<file path="src/inc/tpw_pkg.sv">
/*
 Package for the two-channel timer PWM block: register offsets, field
 positions, reset values, prescaler codes and the packed register carriers.
 Assumes a 32-bit AXI4-Lite register bus with one register per aligned word.
*/
package tpw_pkg;

	localparam logic [7:0] timer_ctrl_status_offs = 8'h00;
	localparam logic [7:0] counter_offs = 8'h04;
	localparam logic [7:0] modulo_value_offs = 8'h08;
	localparam logic [7:0] channel0_ctrl_status_offs = 8'h0c;
	localparam logic [7:0] channel0_compare_offs = 8'h10;
	localparam logic [7:0] channel1_ctrl_status_offs = 8'h14;
	localparam logic [7:0] channel1_compare_offs = 8'h18;
	localparam logic [7:0] power_mode_offs = 8'h1c;

	localparam int wrap_flag_pos = 7;
	localparam int wrap_irq_enable_pos = 6;
	localparam int counter_halt_pos = 5;
	localparam int counter_clear_pos = 4;
	localparam int channel_event_flag_pos = 7;
	localparam int channel_irq_enable_pos = 6;
	localparam int channel_pair_link_pos = 5;
	localparam int channel0_mode_low_pos = 4;
	localparam int edge_level_hi_pos = 3;
	localparam int edge_level_lo_pos = 2;
	localparam int toggle_on_wrap_pos = 1;
	localparam int full_duty_force_pos = 0;

	localparam logic [15:0] modulo_reset = 16'hffff;
	localparam logic [15:0] compare_reset = 16'h0000;
	localparam logic [2:0] external_clock_code = 3'h7;
	localparam logic [5:0] prescale_reset = 6'h00;
	localparam logic [1:0] resp_okay = 2'h0;
	localparam logic [1:0] resp_slverr = 2'h2;

	typedef struct packed {
		logic wrap_flag;
		logic wrap_irq_enable;
		logic counter_halt;
		logic [2:0] clock_divider_select;
	} tpw_timer_ctrl_t;

	typedef struct packed {
		logic channel_event_flag;
		logic channel_irq_enable;
		logic [1:0] channel_mode_select;
		logic [1:0] edge_level_select;
		logic toggle_on_wrap;
		logic full_duty_force;
	} tpw_chan_ctrl_t;

	typedef struct packed {
		logic wait_mode;
		logic stop_mode;
	} tpw_power_t;

endpackage : tpw_pkg

</file>
<file path="src/hdl/tpw_prescaler.sv">
/*
 Prescaler for the timer: divides the bus clock by 1 to 64 or passes the
 synchronised external timer clock, giving a one-cycle count tick.
 Assumes the external clock is already synchronised to aclk.
*/
`timescale 1ns/10ps
module tpw_prescaler import tpw_pkg::*; (
	input wire logic aclk,
	input wire logic aresetn,
	input wire logic ce,
	input wire logic run,
	input wire logic clear,
	input wire logic [2:0] sel,
	input wire logic ext_rise,
	output logic tick
);

	logic [5:0] div;

	always_ff @(posedge aclk) begin
		if (!aresetn || (ce && clear)) begin
			div <= prescale_reset;
		end else if (ce && run) begin
			div <= div + 6'h01;
		end
	end

	// The undivided code ticks on every bus clock; codes 1 to 6 each use the next divider bit.
	always_comb begin
		tick = 1'b0;
		if (run && !clear) begin
			if (sel == external_clock_code) begin
				tick = ext_rise;
			end else if (sel == 3'h0) begin
				tick = 1'b1;
			end else begin
				tick = (div & ((6'h01 << sel) - 6'h01)) == ((6'h01 << sel) - 6'h01);
			end
		end
	end

endmodule : tpw_prescaler

</file>
<file path="src/hdl/tpw_timer_pwm.sv">
/*
 Two-channel 16-bit timer PWM generator with AXI4-Lite registers, wrap and
 channel flags, buffered PWM on a linked channel pair and low-power modes.
 Assumes a single 100 MHz aclk, synchronous active-low reset and software
 that follows the documented PWM programming order.
*/
// What this block does
// PWM period equals modulo value plus one prescaled timer clocks.
// Pulse width equals channel compare value in timer clocks.
// Unbuffered mode applies a written compare value at once, no shadow.
// Compare fires only on exact counter match; passed values miss a period.
// Software shortens pulses by writing inside the compare handler.
// Channel compare event is raised when the pulse ends at match.
// Software lengthens pulses by writing inside the wrap handler.
// Wrap event is raised at each period end when counter wraps.
// Software never selects toggle on compare for PWM.
// Pair link joins channels 0 and 1; output on channel 0 pin.
// Buffered mode starts on channel 0, switches to last written at wrap.
// In buffered mode channel 0 control governs; channel 1 control idles.
// Pair link bit outranks the other channel 0 mode bit.
// Software writes only the inactive compare register in buffered mode.
// Software halts, clears, loads values, sets modes, then releases halt.
// Toggle on wrap cleared leaves output unchanged, giving zero duty.
// Full duty force with toggle cleared holds output at full duty.
// Wrap flag sets at wrap to zero; interrupt only when enabled.
// Channel flag sets on each compare; interrupt only when enabled.
// In wait mode timer runs, registers closed, enabled request wakes.
// In stop mode timer halts keeping all state, resumes afterwards.
// Toggle on wrap toggles the channel pin at each modulo match.
// Clock select picks bus clock divided 1 to 64 or external clock.
// Counter clear zeroes counter and prescaler and reads back zero.
// Wrap flag clears by read while set then write zero; new wrap wins.
// Buffered switchover happens in the same clock the counter wraps.
`timescale 1ns/10ps
module tpw_timer_pwm import tpw_pkg::*; (
	input wire logic aclk,
	input wire logic aresetn,
	input wire logic ce,
	input wire logic [7:0] s_axi_awaddr,
	input wire logic s_axi_awvalid,
	output logic s_axi_awready,
	input wire logic [31:0] s_axi_wdata,
	input wire logic [3:0] s_axi_wstrb,
	input wire logic s_axi_wvalid,
	output logic s_axi_wready,
	output logic [1:0] s_axi_bresp,
	output logic s_axi_bvalid,
	input wire logic s_axi_bready,
	input wire logic [7:0] s_axi_araddr,
	input wire logic s_axi_arvalid,
	output logic s_axi_arready,
	output logic [31:0] s_axi_rdata,
	output logic [1:0] s_axi_rresp,
	output logic s_axi_rvalid,
	input wire logic s_axi_rready,
	input wire logic ext_timer_clock,
	input wire logic wait_mode_in,
	input wire logic stop_mode_in,
	output logic channel0_pin_out,
	output logic channel0_pin_oe_n,
	output logic channel1_pin_out,
	output logic channel1_pin_oe_n,
	output logic timer_irq
);

	tpw_timer_ctrl_t tctl;
	tpw_chan_ctrl_t cctl [2];
	logic [15:0] counter;
	logic [15:0] modulo_value;
	logic [15:0] compare [2];
	logic [1:0] pin_level;
	logic buf_active;
	logic buf_pending;
	logic wrap_flag_armed;
	logic [2:0] ext_sync;
	logic ext_prev;
	logic aw_held;
	logic w_held;
	logic [7:0] aw_addr;
	logic [31:0] w_data;
	logic [3:0] w_strb;
	logic run;
	logic tick;
	logic wrap;
	logic [1:0] match;
	logic linked;
	logic do_write;
	logic do_read;
	logic clear_req;
	logic regs_open;
	logic [31:0] next_rdata;
	logic next_rresp_err;

	function automatic logic is_mapped(input logic [7:0] a);
		is_mapped = (a[1:0] == 2'h0) && (a <= power_mode_offs);
	endfunction : is_mapped

	function automatic logic [7:0] chan_read(input tpw_chan_ctrl_t c);
		chan_read = c;
	endfunction : chan_read

	// Looking one count ahead lets the pin change as the counter arrives at its compare value.
	function automatic logic [15:0] next_count(input logic [15:0] c);
		next_count = c + 16'h0001;
	endfunction : next_count

	// Wait mode closes the register window, so requests are simply not accepted until it ends.
	assign regs_open = !wait_mode_in && !stop_mode_in;
	// See R21: the stop input freezes counting and leaves every register untouched.
	assign run = !tctl.counter_halt && !stop_mode_in;
	assign linked = cctl[0].channel_mode_select[1];
	assign wrap = tick && (counter == modulo_value);
	assign do_write = aw_held && w_held && !s_axi_bvalid && ce;
	assign do_read = s_axi_arvalid && s_axi_arready && ce;
	assign clear_req = do_write && (aw_addr == timer_ctrl_status_offs) && w_strb[0] && w_data[counter_clear_pos];

	// A three-stage synchroniser guards the pin; only stages two and three are compared.
	always_ff @(posedge aclk) begin
		if (!aresetn) begin
			ext_sync <= 3'h0;
			ext_prev <= 1'b0;
		end else if (ce) begin
			ext_sync <= {ext_sync[1:0], ext_timer_clock};
			if (ext_sync[2] == ext_sync[1]) begin
				ext_prev <= ext_sync[2];
			end
		end
	end

	tpw_prescaler u_prescaler (
		.aclk(aclk),
		.aresetn(aresetn),
		.ce(ce),
		.run(run),
		.clear(clear_req),
		.sel(tctl.clock_divider_select),
		.ext_rise(ext_sync[2] && ext_sync[1] && !ext_prev),
		.tick(tick)
	);

	always_ff @(posedge aclk) begin
		if (!aresetn) begin
			counter <= 16'h0000;
		end else if (ce) begin
			if (clear_req) begin
				counter <= 16'h0000;
			end else if (wrap) begin
				counter <= 16'h0000;
			end else if (tick) begin
				counter <= next_count(counter);
			end
		end
	end

	// Compare match only on equality, so a value the counter already passed waits for the next period.
	always_comb begin
		for (int i = 0; i < 2; i++) begin
			match[i] = tick && !wrap && (next_count(counter) == compare[i]);
		end
	end

	// Buffered selection: channel 0 first, then whichever compare was written last, taken at wrap.
	always_ff @(posedge aclk) begin
		if (!aresetn) begin
			buf_active <= 1'b0;
			buf_pending <= 1'b0;
		end else if (ce) begin
			if (!linked) begin
				buf_active <= 1'b0;
				buf_pending <= 1'b0;
			end else begin
				if (do_write && aw_addr == channel0_compare_offs) begin
					buf_pending <= 1'b0;
				end else if (do_write && aw_addr == channel1_compare_offs) begin
					buf_pending <= 1'b1;
				end
				if (wrap) begin
					buf_active <= (do_write && aw_addr == channel1_compare_offs) ? 1'b1 :
						(do_write && aw_addr == channel0_compare_offs) ? 1'b0 : buf_pending;
				end
			end
		end
	end

	// Pin levels: full duty with toggle on wrap cleared pins high, else wrap toggles when enabled and compare drives the edge/level action.
	always_ff @(posedge aclk) begin
		if (!aresetn) begin
			pin_level <= 2'b00;
		end else if (ce) begin
			for (int i = 0; i < 2; i++) begin
				if (!(linked && i == 1)) begin
					if (cctl[i].full_duty_force && !cctl[i].toggle_on_wrap) begin
						pin_level[i] <= 1'b1;
					end else if (wrap && cctl[i].toggle_on_wrap) begin
						pin_level[i] <= !pin_level[i];
					end else if ((linked ? match[buf_active] : match[i]) && cctl[i].edge_level_select[1]) begin
						pin_level[i] <= cctl[i].edge_level_select[0];
					end
				end
			end
		end
	end

	assign channel0_pin_out = pin_level[0];
	assign channel1_pin_out = pin_level[1];
	assign channel0_pin_oe_n = !(cctl[0].channel_mode_select != 2'b00 && cctl[0].edge_level_select[1]);
	assign channel1_pin_oe_n = linked || !(cctl[1].channel_mode_select != 2'b00 && cctl[1].edge_level_select[1]);

	// Control, compare and flag registers; hardware sets beat software clears.
	always_ff @(posedge aclk) begin
		if (!aresetn) begin
			tctl <= '{wrap_flag: 1'b0, wrap_irq_enable: 1'b0, counter_halt: 1'b1, clock_divider_select: 3'h0};
			modulo_value <= modulo_reset;
			compare[0] <= compare_reset;
			compare[1] <= compare_reset;
			cctl[0] <= '0;
			cctl[1] <= '0;
			wrap_flag_armed <= 1'b0;
		end else if (ce) begin
			if (do_read && s_axi_araddr == timer_ctrl_status_offs && tctl.wrap_flag) begin
				wrap_flag_armed <= 1'b1;
			end
			if (do_write) begin
				unique case (aw_addr)
					timer_ctrl_status_offs: if (w_strb[0]) begin
						tctl.wrap_irq_enable <= w_data[wrap_irq_enable_pos];
						tctl.counter_halt <= w_data[counter_halt_pos];
						tctl.clock_divider_select <= w_data[2:0];
						if (!w_data[wrap_flag_pos] && wrap_flag_armed && !wrap) begin
							tctl.wrap_flag <= 1'b0;
						end
						wrap_flag_armed <= 1'b0;
					end
					modulo_value_offs: modulo_value <= w_data[15:0];
					channel0_compare_offs: compare[0] <= w_data[15:0];
					channel1_compare_offs: compare[1] <= w_data[15:0];
					channel0_ctrl_status_offs, channel1_ctrl_status_offs: if (w_strb[0]) begin
						for (int i = 0; i < 2; i++) begin
							if (aw_addr == (i == 0 ? channel0_ctrl_status_offs : channel1_ctrl_status_offs)) begin
								cctl[i].channel_irq_enable <= w_data[channel_irq_enable_pos];
								cctl[i].channel_mode_select <= (i == 0 && w_data[channel_pair_link_pos]) ?
									2'b10 : {w_data[channel_pair_link_pos], w_data[channel0_mode_low_pos]};
								cctl[i].edge_level_select <= {w_data[edge_level_hi_pos], w_data[edge_level_lo_pos]};
								cctl[i].toggle_on_wrap <= w_data[toggle_on_wrap_pos];
								cctl[i].full_duty_force <= w_data[full_duty_force_pos];
								if (!w_data[channel_event_flag_pos]) begin
									cctl[i].channel_event_flag <= 1'b0;
								end
							end
						end
					end
					default: begin
					end
				endcase
			end
			if (wrap) begin
				tctl.wrap_flag <= 1'b1;
				wrap_flag_armed <= 1'b0;
			end
			for (int i = 0; i < 2; i++) begin
				if (linked ? (i == 0 && match[buf_active]) : match[i]) begin
					cctl[i].channel_event_flag <= 1'b1;
				end
			end
		end
	end

	// One write and one read at a time; address and data may arrive in either order.
	assign s_axi_awready = !aw_held && regs_open;
	assign s_axi_wready = !w_held && regs_open;
	assign s_axi_arready = !s_axi_rvalid && regs_open;

	always_ff @(posedge aclk) begin
		if (!aresetn) begin
			aw_held <= 1'b0;
			w_held <= 1'b0;
			aw_addr <= 8'h00;
			w_data <= 32'h00000000;
			w_strb <= 4'h0;
			s_axi_bvalid <= 1'b0;
			s_axi_bresp <= resp_okay;
		end else if (ce) begin
			if (s_axi_awvalid && s_axi_awready) begin
				aw_held <= 1'b1;
				aw_addr <= s_axi_awaddr;
			end
			if (s_axi_wvalid && s_axi_wready) begin
				w_held <= 1'b1;
				w_data <= s_axi_wdata;
				w_strb <= s_axi_wstrb;
			end
			if (do_write) begin
				aw_held <= 1'b0;
				w_held <= 1'b0;
				s_axi_bvalid <= 1'b1;
				s_axi_bresp <= is_mapped(aw_addr) ? resp_okay : resp_slverr;
			end else if (s_axi_bvalid && s_axi_bready) begin
				s_axi_bvalid <= 1'b0;
			end
		end
	end

	always_comb begin
		next_rdata = 32'h00000000;
		next_rresp_err = 1'b0;
		unique case (s_axi_araddr)
			timer_ctrl_status_offs: next_rdata[7:0] = {tctl.wrap_flag, tctl.wrap_irq_enable, tctl.counter_halt,
				2'b00, tctl.clock_divider_select};
			counter_offs: next_rdata[15:0] = counter;
			modulo_value_offs: next_rdata[15:0] = modulo_value;
			channel0_ctrl_status_offs: next_rdata[7:0] = chan_read(cctl[0]);
			channel0_compare_offs: next_rdata[15:0] = compare[0];
			channel1_ctrl_status_offs: next_rdata[7:0] = chan_read(cctl[1]);
			channel1_compare_offs: next_rdata[15:0] = compare[1];
			power_mode_offs: next_rdata[1:0] = {wait_mode_in, stop_mode_in};
			default: next_rresp_err = 1'b1;
		endcase
	end

	always_ff @(posedge aclk) begin
		if (!aresetn) begin
			s_axi_rvalid <= 1'b0;
			s_axi_rdata <= 32'h00000000;
			s_axi_rresp <= resp_okay;
		end else if (ce) begin
			if (do_read) begin
				s_axi_rvalid <= 1'b1;
				s_axi_rdata <= next_rdata;
				s_axi_rresp <= next_rresp_err ? resp_slverr : resp_okay;
			end else if (s_axi_rvalid && s_axi_rready) begin
				s_axi_rvalid <= 1'b0;
			end
		end
	end

	// The request stays live in wait mode so that an enabled event can wake the system.
	always_ff @(posedge aclk) begin
		if (!aresetn) begin
			timer_irq <= 1'b0;
		end else if (ce) begin
			timer_irq <= (tctl.wrap_flag && tctl.wrap_irq_enable) ||
				(cctl[0].channel_event_flag && cctl[0].channel_irq_enable) ||
				(!linked && cctl[1].channel_event_flag && cctl[1].channel_irq_enable);
		end
	end

endmodule : tpw_timer_pwm

</file>
<file path="config.mk">
export PLATFORM = sky130hd
export DESIGN_NAME = tpw_timer_pwm
export DESIGN_NICKNAME = d
export VERILOG_FILES = /design/src/inc/tpw_pkg.sv /design/src/hdl/tpw_prescaler.sv /design/src/hdl/tpw_timer_pwm.sv
export SDC_FILE = /design/constraint.sdc
export NUM_CORES = 1
export LEC_CHECK = 0
export BUFFER_PORTS_ARGS = -buffer_cell sky130_fd_sc_hd__buf_2
export CORE_UTILIZATION = 45
export CTS_BUF_LIST = sky130_fd_sc_hd__clkbuf_16
export CTS_CLUSTER_DIAMETER = 80
export DETAILED_ROUTE_END_ITERATION = 6
export GPL_TIMING_DRIVEN = 0
export PLACE_DENSITY = 0.63
export SETUP_SLACK_MARGIN = 0.2
export SYNTH_ARGS = -nofsm -noshare
export SYNTH_HDL_FRONTEND = slang
export SYNTH_SLANG_ARGS = --single-unit
</file>
<file path="constraint.sdc">
create_clock -name aclk -period 8 [get_ports aclk]
set_clock_uncertainty 0.15 [all_clocks]
set_input_delay 0 -clock aclk [delete_from_list [all_inputs] [get_ports aclk]]
set_output_delay 0 -clock aclk [all_outputs]
set_load 0.05 [all_outputs]
</file>
After elaboration in Yosys (flattened, before gate mapping)

Memories as Yosys holds them, arrays and structs flattened.
Cells that the tools add are included.

Bits of input ports: 63
Memories: 2
Output and inout port bits: 46
RAM bits: 48
Bits in registers: 103
Word-level logic and storage cells: 287

$add $sub $neg: 3
Reduce and logical (&&, ||, !) cells: 104
Eq/ne operators: 20
Mux-type cells: 112
Bitwise operators: 18
Shift-type cells: 1
Magnitude comparators: 2

Memory list:

| memory  | depth | bits a word | read ports | clocked after memory_dff | write ports | RTL line            | RTL |
|---|---|---|---|---|---|---|---|
| compare | 2     | 16          | 2          | 0                        | 2           | tpw_timer_pwm.sv:70 | `logic [15:0] compare [2];` |
| cctl    | 2     | 8           | 2          | 0                        | 2           | tpw_timer_pwm.sv:67 | `tpw_chan_ctrl_t cctl [2];` |

Operators by type and width:

| cell                                                                             | count |
|---|---|
| 1-bit two-way mux                                                                | 94 |
| 16-bit two-way mux                                                               | 5 |
| 8-bit by 5-bit equality test with 1-bit output, second input constant            | 7 |
| 16-bit equality test                                                             | 3 |
| 1-bit logical AND                                                                | 45 |
| 6-bit case mux with 7 select lines                                               | 1 |
| 8-bit by 4-bit equality test with 1-bit output, second input constant            | 4 |
| 8-bit case mux with 4 select lines                                               | 1 |
| 2-bit AND reduction                                                              | 13 |
| 2-bit nonzero test                                                               | 10 |
| 1-bit logical NOT                                                                | 19 |
| 6-bit two-way mux                                                                | 3 |
| 16-bit by 1-bit adder with 16-bit output, second input constant                  | 1 |
| 8-bit logical NOT                                                                | 2 |
| 1-bit OR                                                                         | 16 |
| 2-bit case mux with 8 select lines                                               | 1 |
| 2-bit two-way mux                                                                | 7 |
| 3-bit nonzero test                                                               | 3 |
| 8-bit by 3-bit equality test with 1-bit output, second input constant            | 1 |
| 8-bit by 5-bit less-or-equal comparator with 1-bit output, second input constant | 1 |
| 8-bit OR reduction                                                               | 1 |
| 6-bit by 1-bit adder with 6-bit output, second input constant                    | 1 |
| 6-bit bitwise AND                                                                | 1 |
| 6-bit equality test                                                              | 1 |
| other kinds (15)                                                                 | 19 |

Longest topological paths before layout

Gate-level depths: netlist (run 1).

Depth after elaboration: 21
Mapped depth: 10
Depth with buffers taken out: 9

Hierarchy

Synthesis (run 1) repeated with hierarchy kept, for this count alone.

Cell total of the unflattened synthesis: 918
Area, all modules: 8177.8 um2

By module, submodules not included:

| module        | area an instance (um2) | instances | cells an instance | sequential area each (um2) |
|---|---|---|---|---|
| tpw_timer_pwm | 7778.7                 | 1         | 869               | 3323.2 |
| tpw_prescaler | 399.1                  | 1         | 49                | 120.1 |

Worst setup path before layout (run 1)

No wires, ideal clock.

Kind: register to register
From: reg s_axi_bvalid
To: mem compare[0][0] (enable)
Cell stages (with the launch flop): 5
Buffers on the path: 0
Required time: 7.436 ns
Setup time: 0.414 ns
Arrival: 2.435 ns
Slack: 5.001 ns
Period minus slack after synthesis: 2.999 ns
Cell sequence: dfxtp_1 -> and4b_1 -> and3_1 -> nand2_1 -> o31ai_1

RTL lines:

| item                   | RTL line             | RTL |
|---|---|---|
| start, declared        | tpw_timer_pwm.sv:47  | `output logic s_axi_bvalid,` |
| start signal, assigned | tpw_timer_pwm.sv:280 | `s_axi_bvalid <= 1'b0;` |
| start signal, assigned | tpw_timer_pwm.sv:295 | `s_axi_bvalid <= 1'b1;` |
| start signal, assigned | tpw_timer_pwm.sv:298 | `s_axi_bvalid <= 1'b0;` |
| end, declared          | tpw_timer_pwm.sv:70  |  |

Worst setup path in the final report (run 1)

From: reg counter[1]
To: reg pin_level[0]

Longest elaborated chain between the ends: 11
Elaborated cells between the ends (all ways): 18
Classes of those cells: add/sub: 1; eq/ne: 3; mux: 5; reduce/logical: 9

RTL lines:

| item                                                                                              | RTL line             | RTL |
|---|---|---|
| start, declared                                                                                   | tpw_timer_pwm.sv:68  | `logic [15:0] counter;` |
| start signal, assigned                                                                            | tpw_timer_pwm.sv:150 | `counter <= next_count(counter);` |
| parallel branches: the longest is 11 deep, another holds 16-bit by 1-bit adder with 16-bit output | --                   |  |
| end signal, assigned by index                                                                     | tpw_timer_pwm.sv:195 | `pin_level[i] <= !pin_level[i];` |
| end signal, assigned by index                                                                     | tpw_timer_pwm.sv:197 | `pin_level[i] <= cctl[i].edge_level_select[0];` |
| end, declared                                                                                     | tpw_timer_pwm.sv:71  | `logic [1:0] pin_level;` |

Parallel ways; which one is timed is not known. The select of a mux whose other input is x is not followed.
A chain may end at the register's enable or synchronous reset.

==> flow_metrics.env, run 1 <==
export IMPL_diodes=0
export IMPL_cts_tree="yes"
export IMPL_die_w_um=134
export IMPL_cts_made_buffers=17
export IMPL_preCtsSetupSlack_ns=4.37
export IMPL_powerDensity_nw_per_um2=185
export IMPL_synthAdderAreaFrac=0.00476
export IMPL_grt_ovfl_total=0
export IMPL_synthToLayoutAreaGrowth_pct=22.9
export IMPL_pwr_share_clk=0.477
export IMPL_fill_cells=1597
export IMPL_path_clk_slew_ns=0.07
export IMPL_synth_most_common_cell="nand2_1"
export IMPL_cp_arrival_ns=3.87
export IMPL_crit_path_cell_trace="ha_1 > buf_4 > nand3_2 > nor4_2 > nor3b_1 > a2111oi_0 > o2111ai_1 > o32ai_2 > a22oi_1 > mux2i_1"
export IMPL_dieArea_um2=18100
export IMPL_clock_root_buffer="clkbuf_16"
export IMPL_drt_total_wl_um=25100
export IMPL_netSwitchingFraction=0.249
export IMPL_clk_path_buf_depth=2
export IMPL_synth_top_family_by_area="simple AND/OR/NAND/NOR gates"
export IMPL_p_int_mw=1.35
export IMPL_tns_ns=0
export IMPL_slew_headroom=0.259
export IMPL_gp_congestion=0.940
export IMPL_fmax_ghz=0.271
export IMPL_yosysSeqAreaShare=0.437
export IMPL_fin_area_um2=9700
export IMPL_antenna_found_initial=0
export IMPL_rows=48
export IMPL_drc_errors=0
export IMPL_power_total_mw=1.79
export IMPL_crit_type="reg -> reg"
export IMPL_worst_slack_ns=4.30
export IMPL_num_vias=7267
export IMPL_cts_sinks=149
export IMPL_ys_warnings_count=0
export IMPL_postRouteAntennaNets=0
export IMPL_worst_slew_pin_transition_ns=1.10
export IMPL_grt_usage=0.283
export IMPL_h_tree_depth=4
export IMPL_synth_simple_area_share=0.253
export IMPL_period_minus_slack_ns=3.70
export IMPL_setup_viol=0
export IMPL_cp_data_required_time_ns=8.17
export IMPL_status="complete, no violations"
export IMPL_min_path_type="in -> reg"
export IMPL_ys_ff_latch=149
export IMPL_netlist_instances=879
export IMPL_rsz0062_at_grt="false"
export IMPL_syn_area_um2=7890
export IMPL_drive_gt1_frac=0.164
export IMPL_hold_violations=0
export IMPL_place_hpwl_um=18600
export IMPL_finalNetCount=1098
export IMPL_critPathTopFamily="compound AO/OA/AOI/OAI gates"
export IMPL_cpPeakStageDelay_ns=0.81
export IMPL_grt_max_degree=17
export IMPL_first_global_vias=6542
export IMPL_yosys_area_top_type="dfxtp_1"
export IMPL_drv_slew=0
export IMPL_grt_pass1_wl_um=37700
export IMPL_crit_buf_inv=1
export IMPL_drt_iter0_drc=734
export IMPL_ys_top_cells_by_count="119 x nand2_1, 103 x dfxtp_1, 78 x nor2_1, 55 x a21oi_1, 46 x edfxtp_1"
export IMPL_drv_cap=0
export IMPL_setup_worst_path_start_class="register"
export IMPL_synth_main_ff_cell="dfxtp_1"
export IMPL_slowest_stage="nor4_2"
export IMPL_firstDrtPassIters=6
export IMPL_die_h_um=134
export IMPL_critPathMaxFanout=8
export IMPL_synth_compound_area_frac=0.130
export IMPL_p_comb_frac=0.074
export IMPL_async_flop_share=0
export IMPL_avgSynthCellArea_um2=8.97
export IMPL_via_per_inst=5.72
export IMPL_wl_per_cell_um=19.7
export IMPL_synth_xor_area_frac=0.0677
export IMPL_seqPwrFrac=0.449
export IMPL_ys_top_cells_by_area="dfxtp_1 26%, edfxtp_1 18%, nand2_1 5.7%, mux2i_1 3.9%, nor2_1 3.7%"
export IMPL_synth_mux_area_frac=0.0593
export IMPL_ir_worst_vdd_mv=0.134
export IMPL_start_util=0.459
export IMPL_synth_edf_count=46
export IMPL_core_area_um2=17200
export IMPL_synth_top_cell_area_share=0.261
export IMPL_port_buffers=70
export IMPL_io_pins=109
export IMPL_synth_cell_types=72
export IMPL_clk_latency_ns=0.43
export IMPL_switchingPower_uw=447
export IMPL_p_leak_nw=3.81
export IMPL_postCtsSetupRepairBufs=0
export IMPL_cp_end_kind="register"
export IMPL_placed_area_um2=8600
export IMPL_fin_crit_sh=0.462
## timing repair
action,4_1_cts,5_1_grt
setup endpoints to repair,0,0
hold endpoints to repair,39,0
gates resized for setup,0,0
hold buffers,47,0
## cells in the final DEF (no fill, tap or decap), drive strengths merged, types with 30 or more instances in the layout
master	Yosys	routed
mux2i	31	31
dlygate4sd3	0	47
nand2	119	119
buf	35	105
nor3	30	30
dfxtp	103	103
xor2	31	31
clkbuf	34	53
a21oi	55	55
nand3	40	40
xnor2	30	30
edfxtp	46	46
nor2	78	78
o21ai	32	32
## sequential cells by signal, indices dropped and copies added, names as in the netlist, 2 cells and up
signal,cells
counter,16
tctl,6
cctl,16
aw_addr,8
pin_level,2
compare,32
u_prescaler.div,6
s_axi_rdata,16
ext_sync,3
modulo_value,16
w_data,16
## logic make-up after synthesis
kind of cell | count (synthesis)
compound gates | 158
xor+xnor | 61
fa+ha+maj | 3
buf+inv | 78
flops | 149
mux | 44
other cells | 1
simple gates | 385
## worst min-delay path, stage by stage
cell and delay, ns:
buf_2 0.07, nor3_1 0.05, nand3_1 0.10, a31oi_1 0.12, a22oi_1 0.16, nor2_1 0.05
## path summary, 6_finish.rpt
| kind | startpoint | end | slack [ns] | cells after the start |
|---|---|---|---|---|
| min | s_axi_araddr[0] | s_axi_rdata[6]$_SDFFE_PN0P_ | 0.02 | 6 |
| min reg2reg | w_data[8]$_SDFFE_PN0P_ | w_data[8]$_SDFFE_PN0P_ | 0.33 | 2 |
| max reg2reg | counter[1]$_SDFFE_PN0P_ | pin_level[0]$_SDFFE_PN0P_ | 4.30 | 10 |
| max | counter[1]$_SDFFE_PN0P_ | pin_level[0]$_SDFFE_PN0P_ | 4.30 | 10 |
## stage by stage
stage	util	instances	hold WS (ns)
final	0.565	1270	0.0194
after global routing	0.565	1270	0.0866
after CTS	0.565	1270	0.000168
after detailed placement	0.501	1191	0.0883
after global placement	0.500	1191	0.0786
after floorplan	-	896	-0.0140
## cell type report
| cell class | count | area [um^2] | area share |
|---|---|---|---|
| buffer | 69 | 348 | 0.0359 |
| inverter | 9 | 33.8 | 0.00348 |
| multi-input combinational | 669 | 4140 | 0.427 |
| tap | 225 | 282 | 0.0290 |
| timing repair buffer | 117 | 821 | 0.0846 |
| clock buffer | 19 | 475 | 0.0490 |
| sequential | 149 | 3440 | 0.355 |
| clock inverter | 13 | 154 | 0.0159 |
## power by group through the flow
stage	clock, mW	sequential (mW)	combinational [mW]
after global routing	0.893	0.805	0.142
after detailed placement	0	0.821	0.116
final	0.855	0.804	0.133
after floorplan	0	0.819	0.0787
after CTS	0.856	0.804	0.131
after global placement	0	0.820	0.115
## per-layer routing
layer / share of wire / track usage / vias up / wire length, um
met3: 0.087 / 0.0616 / 64 / 2190
met4: 0.031 / 0.103 / 0 / 776
met2: 0.45 / 0.444 / 343 / 11400
li1: - / - / 3438 / -
met5: 0 / 0 / - / 0
met1: 0.43 / 0.382 / 3422 / 10700
(Power assumes the default switching activity.)
==> inputs of run 2 (changes only) <==
- PLACE_DENSITY: 0.63 -> 0.65
- clock period: 8 -> 3.35 ns (I/O delays scaled with it)
==> run 2 against run 1 <==
The flow now finishes with violations (design-rule violations, negative hold slack). Hold slack got worse by 0.044 ns. Core utilization rose by 0.62 points. Register-to-register slack got worse by 4.0 ns. Clock power rose by 120%. Worst setup slack got worse by 4.0 ns. Fmax rose by 22%. Critical path depth did not move. Sequential power rose by 140%. Highest routed layer unchanged. Wire length fell by 0.69%.
==> flow_metrics.env, run 2 (synthesis results as in run 1) <==
export IMPL_status="complete, but fails checks"
export IMPL_violations="design-rule violations, negative hold slack"
export IMPL_drc_errors=2
export IMPL_place_hpwl_um=18400
export IMPL_slew_headroom=0.238
export IMPL_cts_made_buffers=17
export IMPL_drv_slew=0
export IMPL_mostFrequentLayoutCell="nand2_1"
export IMPL_drive_gt1_frac=0.179
export IMPL_top_register="compare"
export IMPL_powerDensity_nw_per_um2=420
export IMPL_core_area_um2=17200
export IMPL_start_util=0.459
export IMPL_firstDrtPassIters=7
export IMPL_synthToLayoutAreaGrowth_pct=24.3
export IMPL_gp_congestion=0.966
export IMPL_via_per_inst=5.72
export IMPL_cts_sinks=149
export IMPL_grt_ovfl_total=0
export IMPL_p_comb_frac=0.077
export IMPL_fin_area_um2=9800
export IMPL_num_vias=7316
export IMPL_clk_path_buf_depth=2
export IMPL_cp_end_kind="register"
export IMPL_hold_violations=4
export IMPL_setup_worst_path_start_class="register"
export IMPL_largest_reg_flops=32
export IMPL_grt_pass1_wl_um=38000
export IMPL_clk_latency_ns=0.43
export IMPL_pwr_share_clk=0.457
export IMPL_cp_data_required_time_ns=3.57
export IMPL_cp_arrival_ns=3.23
export IMPL_cts_tree="yes"
export IMPL_critPathMaxFanout=9
export IMPL_ir_worst_vdd_mv=0.380
export IMPL_h_tree_depth=4
export IMPL_clock_root_buffer="clkbuf_16"
export IMPL_power_total_mw=4.12
export IMPL_first_global_vias=6616
export IMPL_seqPwrFrac=0.466
export IMPL_period_minus_slack_ns=3.02
export IMPL_port_buffers=70
export IMPL_antenna_found_initial=0
export IMPL_die_w_um=134
export IMPL_drt_iter0_drc=638
export IMPL_finalNetCount=1108
export IMPL_p_leak_nw=3.89
export IMPL_drt_total_wl_um=24900
export IMPL_final_cell_mix="119 x nand2_1, 102 x dfxtp_1, 81 x buf_2"
export IMPL_setup_viol=0
export IMPL_path_clk_slew_ns=0.07
export IMPL_grt_usage=0.282
export IMPL_dieArea_um2=18100
export IMPL_crit_type="reg -> reg"
export IMPL_die_h_um=134
export IMPL_fmax_ghz=0.331
export IMPL_postRouteAntennaNets=0
export IMPL_min_path_type="in -> reg"
export IMPL_rows=48
export IMPL_placed_area_um2=8600
export IMPL_switchingPower_mw=1.04
export IMPL_wl_per_cell_um=19.5
export IMPL_rsz0062_at_grt="false"
export IMPL_io_pins=109
export IMPL_worst_slew_pin_transition_ns=1.13
export IMPL_diodes=0
export IMPL_grt_max_degree=17
export IMPL_fill_cells=1568
export IMPL_netSwitchingFraction=0.253
export IMPL_p_int_mw=3.08
export IMPL_drv_cap=0
export IMPL_fin_crit_sh=0.901
export IMPL_whs_ns=-0.0243
run 2: stage by stage:
step / utilization / cells / TNS [ns] / setup WS [ns]
after global routing: 0.571 / 1280 / 0 / 0.192
final: 0.571 / 1280 / 0 / 0.332
after global placement: 0.500 / 1191 / -4.04 / -0.339
after floorplan: - / 896 / 0 / 0.351
after CTS: 0.564 / 1273 / 0 / 0.122
after detailed placement: 0.501 / 1192 / -0.714 / -0.366
run 2: worst max-delay path, cell delays in order, from the launching register on:
cell,delay (ns)
dfxtp_1,0.34
buf_2,0.27
nand4_1,0.12
buf_4,0.19
nor4_4,0.30
xnor2_1,0.21
o211ai_1,0.13
or4_4,0.46
or3_4,0.43
o22ai_2,0.16
mux2i_1,0.20
run 2: path summary, 6_finish.rpt:
kind,slack (ns),cells past startpoint,from,end
setup reg to reg,0.33,10,counter[0]$_SDFFE_PN0P_,pin_level[1]$_SDFFE_PN0P_
hold / removal,-0.02,4,s_axi_araddr[4],s_axi_rdata[2]$_SDFFE_PN0P_
setup / recovery,0.33,10,counter[0]$_SDFFE_PN0P_,pin_level[1]$_SDFFE_PN0P_
hold reg to reg,0.32,2,w_data[9]$_SDFFE_PN0P_,w_data[9]$_SDFFE_PN0P_
run 2: power groups by stage:
| stage | Sequential (mW) | Combinational (mW) | Clock, mW |
|---|---|---|---|
| after floorplan | 1.96 | 0.188 | 0 |
| after global placement | 1.96 | 0.274 | 0 |
| after detailed placement | 1.96 | 0.277 | 0 |
| after CTS | 1.92 | 0.312 | 1.89 |
| after global routing | 1.92 | 0.339 | 1.98 |
| final | 1.92 | 0.317 | 1.88 |
run 2: area by class of cell:
class | instances | area, um^2 | area share
plain buffers | 69 | 350 | 0.0357
clock inverters | 14 | 120 | 0.0123
flip-flops and latches | 149 | 3450 | 0.352
well taps | 225 | 282 | 0.0287
multi-input cells | 669 | 4220 | 0.431
repair buffers | 127 | 900 | 0.0918
inverters | 9 | 33.8 | 0.00345
clock buffers | 18 | 450 | 0.0459
run 2: what timing repair did:
action                     4_1_cts  5_1_grt
pin swaps                        2        5
gates resized for setup          6       15
hold buffers                    47        0
cloned                           0        0
hold endpoints to repair        42        0
setup endpoints to repair       13       23
buffers inserted                 2        7
run 2: metal layers:
layer,up-vias,track usage,share of wire
met2,331,0.438,0.45
met3,65,0.0495,0.068
li1,3458,-,-
met5,-,0,0
met4,0,0.124,0.037
met1,3462,0.384,0.44
